**src/hdl/iopd_defs.svh**
```systemverilog
`ifndef IOPD_DEFS_SVH
`define IOPD_DEFS_SVH

// register offsets on the serial link
`define IOPD_OFS_PWR 8'h00
`define IOPD_OFS_WAKE 8'h01
`define IOPD_OFS_XLO 8'h02
`define IOPD_OFS_DP 8'h03
`define IOPD_OFS_CC 8'h04
`define IOPD_OFS_STD 8'h05
`define IOPD_OFS_PIX 8'h06
`define IOPD_OFS_MUTE 8'h0A
`define IOPD_OFS_LLC 8'h0C

// storage slot of each register
`define IOPD_IX_PWR 4'h0
`define IOPD_IX_WAKE 4'h1
`define IOPD_IX_XLO 4'h2
`define IOPD_IX_DP 4'h3
`define IOPD_IX_CC 4'h4
`define IOPD_IX_STD 4'h5
`define IOPD_IX_PIX 4'h6
`define IOPD_IX_MUTE 4'h7
`define IOPD_IX_LLC 4'h8
`define IOPD_IX_NONE 4'hF

// reset values
`define IOPD_RST_PWR 8'h33
`define IOPD_RST_WAKE 8'hB6
`define IOPD_RST_XLO 8'h00
`define IOPD_RST_DP 8'h06
`define IOPD_RST_CC 8'h02
`define IOPD_RST_STD 8'h40
`define IOPD_RST_PIX 8'h11
`define IOPD_RST_MUTE 8'h00
`define IOPD_RST_LLC 8'h00

// field positions
`define IOPD_B_RX_EN 6
`define IOPD_B_RX_PD 5
`define IOPD_B_XTAL_PD 2
`define IOPD_B_FULL 1
`define IOPD_B_DEEP 0
`define IOPD_B_WAKE_HI 7
`define IOPD_B_WAKE_LO 6
`define IOPD_B_TCI 7
`define IOPD_B_RATE_HI 6
`define IOPD_B_RATE_LO 4
`define IOPD_B_CLIP 3
`define IOPD_B_BLANK 2
`define IOPD_B_FREN 1
`define IOPD_B_SKIP 0
`define IOPD_B_FORCE 7
`define IOPD_B_REPL 5
`define IOPD_B_ALT 3
`define IOPD_B_SATINV 2
`define IOPD_B_RGB 1
`define IOPD_B_REV 6
`define IOPD_B_DDR 5
`define IOPD_B_SPLIT 4
`define IOPD_B_KEEP 0
`define IOPD_B_MUTE 6
`define IOPD_B_DLL_EN 7
`define IOPD_B_DLL_DBL 6
`define IOPD_B_DLL_MUX 5
`define IOPD_B_PHASE_HI 4
`define IOPD_RATE_MAX 3'h4

`endif

```
**src/hdl/iopd_pkg.sv**
```systemverilog
package iopd_pkg;

    // serial link slave phases
    typedef enum logic [3:0] {
        IOPD_IDLE, IOPD_ADDR, IOPD_AACK, IOPD_SUB, IOPD_SACK,
        IOPD_WDATA, IOPD_WACK, IOPD_RDATA, IOPD_RACK
    } iopd_state_e_t;

    // whole state of the block
    typedef struct packed {
        iopd_state_e_t st;
        logic [3:0] cnt;
        logic [7:0] shreg;
        logic [7:0] ptr;
        logic rw, nack, oe, sda_o, scl_q, sda_q, ever_conn;
        logic [8:0][7:0] regs;
        logic rx_en, rx_pd, xtal_pd, proc_pd, irq_gen_pd, cec_wake;
        logic [13:0] xtal_freq;
        logic tc_ins, clip, blank, fr_en, fr_force, skip, repl, csc_alt, sat_en, rgb;
        logic [2:0] rate;
        logic [5:0] csc_cfg;
        logic fr_active, fr_buffered, std_gen;
        logic [7:0] std_code;
        logic [7:0] pix_data;
        logic ddr, split, keep, vmute, dll_en, dll_dbl, dll_mux;
        logic [4:0] dll_phase;
    } iopd_state_t;

endpackage

```
**src/hdl/iopd_top.sv**
```systemverilog
`include "iopd_defs.svh"

module iopd_top #(
    parameter logic [6:0] DEV_ADDR = 7'h20 // arbitrary link address
) (
    // clock and reset
    input wire logic core_clk,
    input wire logic rst,
    // serial host link, open drain data
    input wire logic scl_in,
    input wire logic sda_in,
    output logic sda_out,
    output logic sda_oe,
    // video side status and data
    input wire logic input_present,
    input wire logic param_buffer_disable,
    input wire logic [3:0] input_colorspace_select,
    input wire logic [7:0] pixel_in,
    // power controls
    output logic receiver_enable,
    output logic receiver_power_down,
    output logic crystal_amp_power_down,
    output logic processor_power_down,
    output logic irq_gen_power_down,
    output logic cec_wake_enable,
    output logic [13:0] crystal_freq_value,
    // processor controls
    output logic timing_code_insert,
    output logic [2:0] field_rate_select,
    output logic limited_range_clip,
    output logic blanking_zero_enable,
    output logic freewheel_enable,
    output logic freewheel_force,
    output logic processor_skip,
    output logic timing_code_replicate,
    output logic alt_convert_active,
    output logic saturator_enable,
    output logic rgb_output_select,
    output logic [5:0] csc_config,
    output logic freerun_active,
    output logic freerun_buffered,
    output logic std_param_generate,
    output logic [7:0] video_standard_code,
    // pixel input port
    output logic [7:0] pixel_data,
    output logic input_double_rate,
    output logic input_timing_code_split,
    output logic input_timing_code_keep,
    // mute and output clock loop
    output logic video_mute,
    output logic dll_enable,
    output logic dll_double,
    output logic dll_mux,
    output logic [4:0] dll_phase
);
    import iopd_pkg::*;

    iopd_state_t q;
    iopd_state_t d;
    logic scl_rise, scl_fall, start_cond, stop_cond, sleep;
    logic [3:0] wr_ix;
    logic [7:0] rd_data;

    // offset to storage slot
    function automatic logic [3:0] ofs2idx(input logic [7:0] ofs);
        if (ofs == `IOPD_OFS_PWR) return `IOPD_IX_PWR;
        else if (ofs == `IOPD_OFS_WAKE) return `IOPD_IX_WAKE;
        else if (ofs == `IOPD_OFS_XLO) return `IOPD_IX_XLO;
        else if (ofs == `IOPD_OFS_DP) return `IOPD_IX_DP;
        else if (ofs == `IOPD_OFS_CC) return `IOPD_IX_CC;
        else if (ofs == `IOPD_OFS_STD) return `IOPD_IX_STD;
        else if (ofs == `IOPD_OFS_PIX) return `IOPD_IX_PIX;
        else if (ofs == `IOPD_OFS_MUTE) return `IOPD_IX_MUTE;
        else if (ofs == `IOPD_OFS_LLC) return `IOPD_IX_LLC;
        else return `IOPD_IX_NONE;
    endfunction

    // link edges and bus conditions
    assign scl_rise = scl_in & ~q.scl_q;
    assign scl_fall = ~scl_in & q.scl_q;
    assign start_cond = scl_in & q.scl_q & q.sda_q & ~sda_in;
    assign stop_cond = scl_in & q.scl_q & ~q.sda_q & sda_in;
    assign wr_ix = ofs2idx(q.ptr);
    assign rd_data = (wr_ix == `IOPD_IX_NONE) ? 8'h00 : q.regs[wr_ix]; // unmapped reads zero
    assign sleep = q.regs[`IOPD_IX_PWR][`IOPD_B_FULL] | q.regs[`IOPD_IX_PWR][`IOPD_B_DEEP];

    // next state
    always_comb begin
        d = q;
        d.scl_q = scl_in;
        d.sda_q = sda_in;
        d.sda_o = 1'b0;
        // serial slave: start and stop win over bit traffic
        if (start_cond) begin
            d.st = IOPD_ADDR;
            d.cnt = 4'h0;
            d.oe = 1'b0;
        end else if (stop_cond) begin
            d.st = IOPD_IDLE;
            d.oe = 1'b0;
        end else if (scl_rise) begin
            case (q.st)
                IOPD_ADDR, IOPD_SUB, IOPD_WDATA: begin
                    d.shreg = {q.shreg[6:0], sda_in};
                    d.cnt = q.cnt + 4'h1;
                end
                IOPD_RACK: d.nack = sda_in;
                default: ;
            endcase
        end else if (scl_fall) begin
            case (q.st)
                IOPD_ADDR: if (q.cnt == 4'h8) begin
                    if (q.shreg[7:1] == DEV_ADDR) begin
                        d.oe = 1'b1;
                        d.rw = q.shreg[0];
                        d.st = IOPD_AACK;
                    end else begin
                        d.st = IOPD_IDLE;
                    end
                end
                IOPD_AACK: begin
                    d.cnt = 4'h0;
                    if (q.rw) begin
                        d.shreg = rd_data;
                        d.oe = ~rd_data[7];
                        d.st = IOPD_RDATA;
                    end else begin
                        d.oe = 1'b0;
                        d.st = IOPD_SUB;
                    end
                end
                IOPD_SUB: if (q.cnt == 4'h8) begin
                    d.ptr = q.shreg;
                    d.oe = 1'b1;
                    d.st = IOPD_SACK;
                end
                IOPD_SACK, IOPD_WACK: begin
                    d.oe = 1'b0;
                    d.cnt = 4'h0;
                    d.st = IOPD_WDATA;
                end
                IOPD_WDATA: if (q.cnt == 4'h8) begin
                    if (wr_ix != `IOPD_IX_NONE) begin
                        d.regs[wr_ix] = q.shreg;
                    end
                    d.ptr = q.ptr + 8'h01;
                    d.oe = 1'b1;
                    d.st = IOPD_WACK;
                end
                IOPD_RDATA: begin
                    if (q.cnt == 4'h7) begin
                        d.oe = 1'b0;
                        d.ptr = q.ptr + 8'h01;
                        d.st = IOPD_RACK;
                    end else begin
                        d.shreg = {q.shreg[6:0], 1'b0};
                        d.oe = ~q.shreg[6];
                        d.cnt = q.cnt + 4'h1;
                    end
                end
                IOPD_RACK: begin
                    if (q.nack) begin
                        d.oe = 1'b0;
                        d.st = IOPD_IDLE;
                    end else begin
                        d.shreg = rd_data;
                        d.oe = ~rd_data[7];
                        d.cnt = 4'h0;
                        d.st = IOPD_RDATA;
                    end
                end
                default: ;
            endcase
        end
        // power: either sleep mode overrides the individual bits
        d.rx_en = q.regs[`IOPD_IX_PWR][`IOPD_B_RX_EN] & ~sleep;
        d.rx_pd = q.regs[`IOPD_IX_PWR][`IOPD_B_RX_PD] | sleep;
        d.xtal_pd = q.regs[`IOPD_IX_PWR][`IOPD_B_XTAL_PD] | sleep;
        d.proc_pd = sleep;
        d.irq_gen_pd = q.regs[`IOPD_IX_PWR][`IOPD_B_DEEP] & ~q.regs[`IOPD_IX_PWR][`IOPD_B_FULL];
        // wake stays armed while either bit still asks for it
        d.cec_wake = q.regs[`IOPD_IX_WAKE][`IOPD_B_WAKE_HI]
                   | ~q.regs[`IOPD_IX_WAKE][`IOPD_B_WAKE_LO];
        d.xtal_freq = {q.regs[`IOPD_IX_WAKE][5:0], q.regs[`IOPD_IX_XLO]};
        // processor datapath controls
        d.tc_ins = q.regs[`IOPD_IX_DP][`IOPD_B_TCI];
        if (q.regs[`IOPD_IX_DP][`IOPD_B_RATE_HI:`IOPD_B_RATE_LO] <= `IOPD_RATE_MAX) begin
            d.rate = q.regs[`IOPD_IX_DP][`IOPD_B_RATE_HI:`IOPD_B_RATE_LO];
        end
        d.clip = q.regs[`IOPD_IX_DP][`IOPD_B_CLIP];
        d.blank = q.regs[`IOPD_IX_DP][`IOPD_B_BLANK];
        d.fr_en = q.regs[`IOPD_IX_DP][`IOPD_B_FREN];
        d.fr_force = q.regs[`IOPD_IX_CC][`IOPD_B_FORCE];
        d.skip = q.regs[`IOPD_IX_DP][`IOPD_B_SKIP];
        d.repl = q.regs[`IOPD_IX_CC][`IOPD_B_REPL];
        d.csc_alt = q.regs[`IOPD_IX_CC][`IOPD_B_ALT] & ~q.regs[`IOPD_IX_CC][`IOPD_B_RGB];
        d.sat_en = q.regs[`IOPD_IX_DP][`IOPD_B_CLIP] ^ q.regs[`IOPD_IX_CC][`IOPD_B_SATINV];
        d.rgb = q.regs[`IOPD_IX_CC][`IOPD_B_RGB];
        d.csc_cfg = {input_colorspace_select, q.regs[`IOPD_IX_CC][`IOPD_B_RGB], d.csc_alt};
        // free-run: forced, or automatic on loss of input
        d.ever_conn = q.ever_conn | input_present;
        d.fr_active = q.fr_en & (q.fr_force | ~input_present) & ~q.skip;
        d.fr_buffered = d.fr_active & q.ever_conn & ~param_buffer_disable;
        d.std_gen = d.fr_active & ~d.fr_buffered;
        d.std_code = q.regs[`IOPD_IX_STD];
        // pixel input port
        d.pix_data = q.regs[`IOPD_IX_PIX][`IOPD_B_REV] ?
            {pixel_in[0], pixel_in[1], pixel_in[2], pixel_in[3], pixel_in[4], pixel_in[5], pixel_in[6], pixel_in[7]}
            : pixel_in;
        d.ddr = q.regs[`IOPD_IX_PIX][`IOPD_B_DDR];
        d.split = q.regs[`IOPD_IX_PIX][`IOPD_B_SPLIT];
        d.keep = q.regs[`IOPD_IX_PIX][`IOPD_B_KEEP];
        // mute and clock loop
        d.vmute = q.regs[`IOPD_IX_MUTE][`IOPD_B_MUTE];
        d.dll_en = q.regs[`IOPD_IX_LLC][`IOPD_B_DLL_EN];
        d.dll_dbl = q.regs[`IOPD_IX_LLC][`IOPD_B_DLL_DBL];
        d.dll_mux = q.regs[`IOPD_IX_LLC][`IOPD_B_DLL_MUX];
        d.dll_phase = q.regs[`IOPD_IX_LLC][`IOPD_B_PHASE_HI:0];
    end

    // state register with synchronous reset
    always_ff @(posedge core_clk) begin
        if (rst) begin
            q <= '0;
            q.scl_q <= 1'b1;
            q.sda_q <= 1'b1;
            q.regs <= {`IOPD_RST_LLC, `IOPD_RST_MUTE, `IOPD_RST_PIX, `IOPD_RST_STD, `IOPD_RST_CC,
                       `IOPD_RST_DP, `IOPD_RST_XLO, `IOPD_RST_WAKE, `IOPD_RST_PWR};
        end else begin
            q <= d;
        end
    end

    // outputs straight from the state register
    assign sda_out = q.sda_o;
    assign sda_oe = q.oe;
    assign receiver_enable = q.rx_en;
    assign receiver_power_down = q.rx_pd;
    assign crystal_amp_power_down = q.xtal_pd;
    assign processor_power_down = q.proc_pd;
    assign irq_gen_power_down = q.irq_gen_pd;
    assign cec_wake_enable = q.cec_wake;
    assign crystal_freq_value = q.xtal_freq;
    assign timing_code_insert = q.tc_ins;
    assign field_rate_select = q.rate;
    assign limited_range_clip = q.clip;
    assign blanking_zero_enable = q.blank;
    assign freewheel_enable = q.fr_en;
    assign freewheel_force = q.fr_force;
    assign processor_skip = q.skip;
    assign timing_code_replicate = q.repl;
    assign alt_convert_active = q.csc_alt;
    assign saturator_enable = q.sat_en;
    assign rgb_output_select = q.rgb;
    assign csc_config = q.csc_cfg;
    assign freerun_active = q.fr_active;
    assign freerun_buffered = q.fr_buffered;
    assign std_param_generate = q.std_gen;
    assign video_standard_code = q.std_code;
    assign pixel_data = q.pix_data;
    assign input_double_rate = q.ddr;
    assign input_timing_code_split = q.split;
    assign input_timing_code_keep = q.keep;
    assign video_mute = q.vmute;
    assign dll_enable = q.dll_en;
    assign dll_double = q.dll_dbl;
    assign dll_mux = q.dll_mux;
    assign dll_phase = q.dll_phase;
endmodule

```
**config.mk**
```make
export PLATFORM = sky130hd
export DESIGN_NAME = iopd_top
export DESIGN_NICKNAME = d
export VERILOG_FILES = /design/src/hdl/iopd_pkg.sv /design/src/hdl/iopd_top.sv
export VERILOG_INCLUDE_DIRS = /design/src /design/src/hdl
export SDC_FILE = /design/constraint.sdc
export NUM_CORES = 1
export LEC_CHECK = 0
export ABC_AREA = 1
export BUFFER_PORTS_ARGS = -buffer_cell sky130_fd_sc_hd__buf_2
export CAP_MARGIN = 30
export CORE_MARGIN = 8
export CORE_UTILIZATION = 30
export DETAILED_ROUTE_END_ITERATION = 7
export GPL_ROUTABILITY_DRIVEN = 0
export GPL_TIMING_DRIVEN = 0
export SYNTH_ARGS = -nofsm -noshare
export SYNTH_HDL_FRONTEND = slang
export SYNTH_SLANG_ARGS = --single-unit
```
**constraint.sdc**
```tcl
create_clock -name core_clk -period 2.8 [get_ports core_clk]
set_clock_uncertainty 0.2 [all_clocks]
set_input_delay 0.28 -clock core_clk [delete_from_list [all_inputs] [get_ports core_clk]]
set_output_delay 0.28 -clock core_clk [all_outputs]
set_load 0.005 [all_outputs]
```
==> metrics.cfg <==
[run_status]
outcome=finished, final reports clean

[synth]
ys_seq_area_share_pct=45.0
syn_avg_cell_area_um2=7.74
yosysWarnings=0
syn_nets=1006
synth_cell_type_count=46
syn_inst=978
ys_ff_latch=170
synth_area_um2=7570

[clock_network]
cts_tree=yes
cts.sinks=170
cts_htree_levels=4
clk_pin_slew_worst_paths_ns=0.07
cts-root-buf=clkbuf_16
cts_max_path_buffers=2
worstSkewPairLatency_ns=0.44
cts_buffers=17

[detailed_routing]
highest_layer=met4
wl_per_cell_um=15.0
vias=6699
route.met3.wl_um=1520
wl_met1_um=9630
first_iter_violations=474
viasPerCell=4.62
drc_errors=0
ant_nets=0
dr_wl_met2_um=10200
drt-pass1-iter-count=6
wl_um=21800

[placement]
numPortBuffers=87
numPlacedInstances=1395
place_area_um2=8420
dp_hpwl_um=16100

[pwr]
ir_drop_v=0.000289
p_leak_nw=4.22
pwr_density_cell_nw_per_um2=583

[die]
die_w_um=175
die-area_um2=30600
io_pins=90
dieHeight_um=175
core_um2=25000
rows=58
start_util_pct=30.3

[setup_path]
path_max_fanout=10
crit_path_max_incr_delay_ns=0.53
critical_path_class=input pin to register
crit_path_frequent_cell=nor2_2
start_kind=input pin
arrival_ns=2.69
cp_cell_sequence=dlygate4sd3_1 > buf_2 > ha_1 > inv_1 > nor3_1 > nor2_2 > nand2_1 > nor3_4 > nand2_2 > nor2_2 > buf_4 > o211ai_1
cp-end-kind=register
cp.required_ns=2.87
slowest_stage=dlygate4sd3_1

[grt]
track_usage_pct=14.3
grt_pass1_wl_um=34800
grt_remaining_overflow=0
antenna_found_initial=0
grt_max_degree=17
grt_pass1_vias=6356

[timing]
setup_tns_ns=0
finalCritPeriodShare_pct=93.7
whs_ns=0.249
finalHoldViolCount=0
max_freq_mhz=381
relSlewSlack_pct=38.7
worst_slew_pin_slew_ns=0.919
maxSlewViolCount=0
finalSetupViolations=0
fin_crit_ns=2.62
rsz0062_at_grt=false

[finish]
fillerInstances=2640
num_antenna_cells=0
finalNonFillerCells=1449
final_cell_mix=dfxtp_1, inv_1, a21oi_1
layout_commonest_cell=dfxtp_1
nNetsFinal=1134
regArea_um2=3400
multiInputGateArea_um2=3110
syn2layout_area_growth_pct=22.7
utilization_pct=37.2
drive_above_1_share_pct=21.3
fin_area_um2=9290

[min_path]
hold_path.class=register to register

[flow_run]
max-cap-violations=0

-- cell usage after synthesis (all sizes together) --
cell type / n / area (um2)
nor3: 14 / 92.6
conb: 1 / 3.75
or2: 1 / 6.26
a2111oi: 1 / 8.76
nand4: 5 / 31.3
buf: 64 / 493
nand3b: 1 / 7.51
a21oi: 119 / 603
xnor2: 1 / 8.76
a221oi: 1 / 8.76
a31oi: 2 / 12.5
o211a: 1 / 10.0
nor2: 126 / 569
o22ai: 3 / 18.8
xor2: 3 / 26.3
a211oi: 4 / 30.0
clkinv: 2 / 7.51
clkbuf: 16 / 60.1
inv: 133 / 504
ha: 10 / 125
o211ai: 12 / 115
nor4: 5 / 31.3
nand3: 44 / 273
o21ai: 113 / 569
nor3b: 1 / 7.51
a311oi: 1 / 8.76
dfxtp: 170 / 3400
nand2: 124 / 534
-- cells by family (layout without fill, tap and decap cells) --
logic type,count (synthesis),count (layout),share of synthesized area (%)
buf+inv,215,356,14.1
flops,170,170,45.0
other cells,1,1,0.0495
xor+xnor,4,4,0.463
fa+ha+maj,10,10,1.65
compound gates,257,257,18.3
simple gates,321,321,20.5
-- per-stage QoR --
stage          power [mW]  worst slack, ns
3_3_place_gp         2.89           0.0514
6_report             5.42            0.178
5_1_grt              5.61          0.00957
4_1_cts              5.46            0.128
3_5_place_dp         2.89         -0.00719
2_1_floorplan        2.75            0.614
-- where the power goes --
group	internal [mW]	switching, mW	leakage [nW]
Combinational	0.138	0.240	2.53
Clock	1.52	1.03	0.309
Sequential	2.46	0.0325	1.38
Total	4.11	1.31	4.22
-- critical path: cells and delay by family --
family / cells / cell delay [ns]
AOI/OAI and AO/OA: 1 / 0.09
and+or+nand+nor: 6 / 1.16
buffers and inverters: 4 / 0.97
adders and majority gates: 1 / 0.18
-- metal layers --
metal,GRT usage (%),up-vias
li1,-,3394
met1,18.1,3050
met2,23.4,225
met3,3.45,30
met4,5.02,0
met5,0,-
-- sequential cells by signal (all words and copies together) (netlist names), 3 cells and up --
signal               flops
d                       42
q                       59
pixel_data               8
crystal_freq_value      14
video_standard_code      8
csc_config               6
dll_phase                5
field_rate_select        3
-- cell type report --
class,count,area share [%]
Sequential cell,170,36.6
Multi-Input combinational cell,593,33.5
Timing Repair Buffer,109,7.00
Buffer,80,5.99
Inverter,135,5.51
Clock buffer,18,4.62
Tap cell,330,4.45
Clock inverter,14,2.26
-- worst paths after layout --
| check | startpoint | to | slack [ns] | cells past startpoint |
|---|---|---|---|---|
| worst min register to register | d[50] | crystal_freq_value[0] | 0.25 | 2 |
| worst max-delay path | scl_in | d[10] | 0.18 | 12 |
| worst min-delay path | d[50] | crystal_freq_value[0] | 0.25 | 2 |
| worst max register to register | q[163] | sda_oe | 0.24 | 6 |
-- what timing repair did --
| item | CTS | global route |
|---|---|---|
| hold endpoints to repair | 18 | 0 |
| setup endpoints to repair | 1 | 14 |
| buffers inserted | 0 | 2 |
| pin swaps | 0 | 1 |
| hold buffers | 20 | 0 |
| gates resized for setup | 1 | 4 |
No activity file was read; power rests on OpenSTA's default activity.
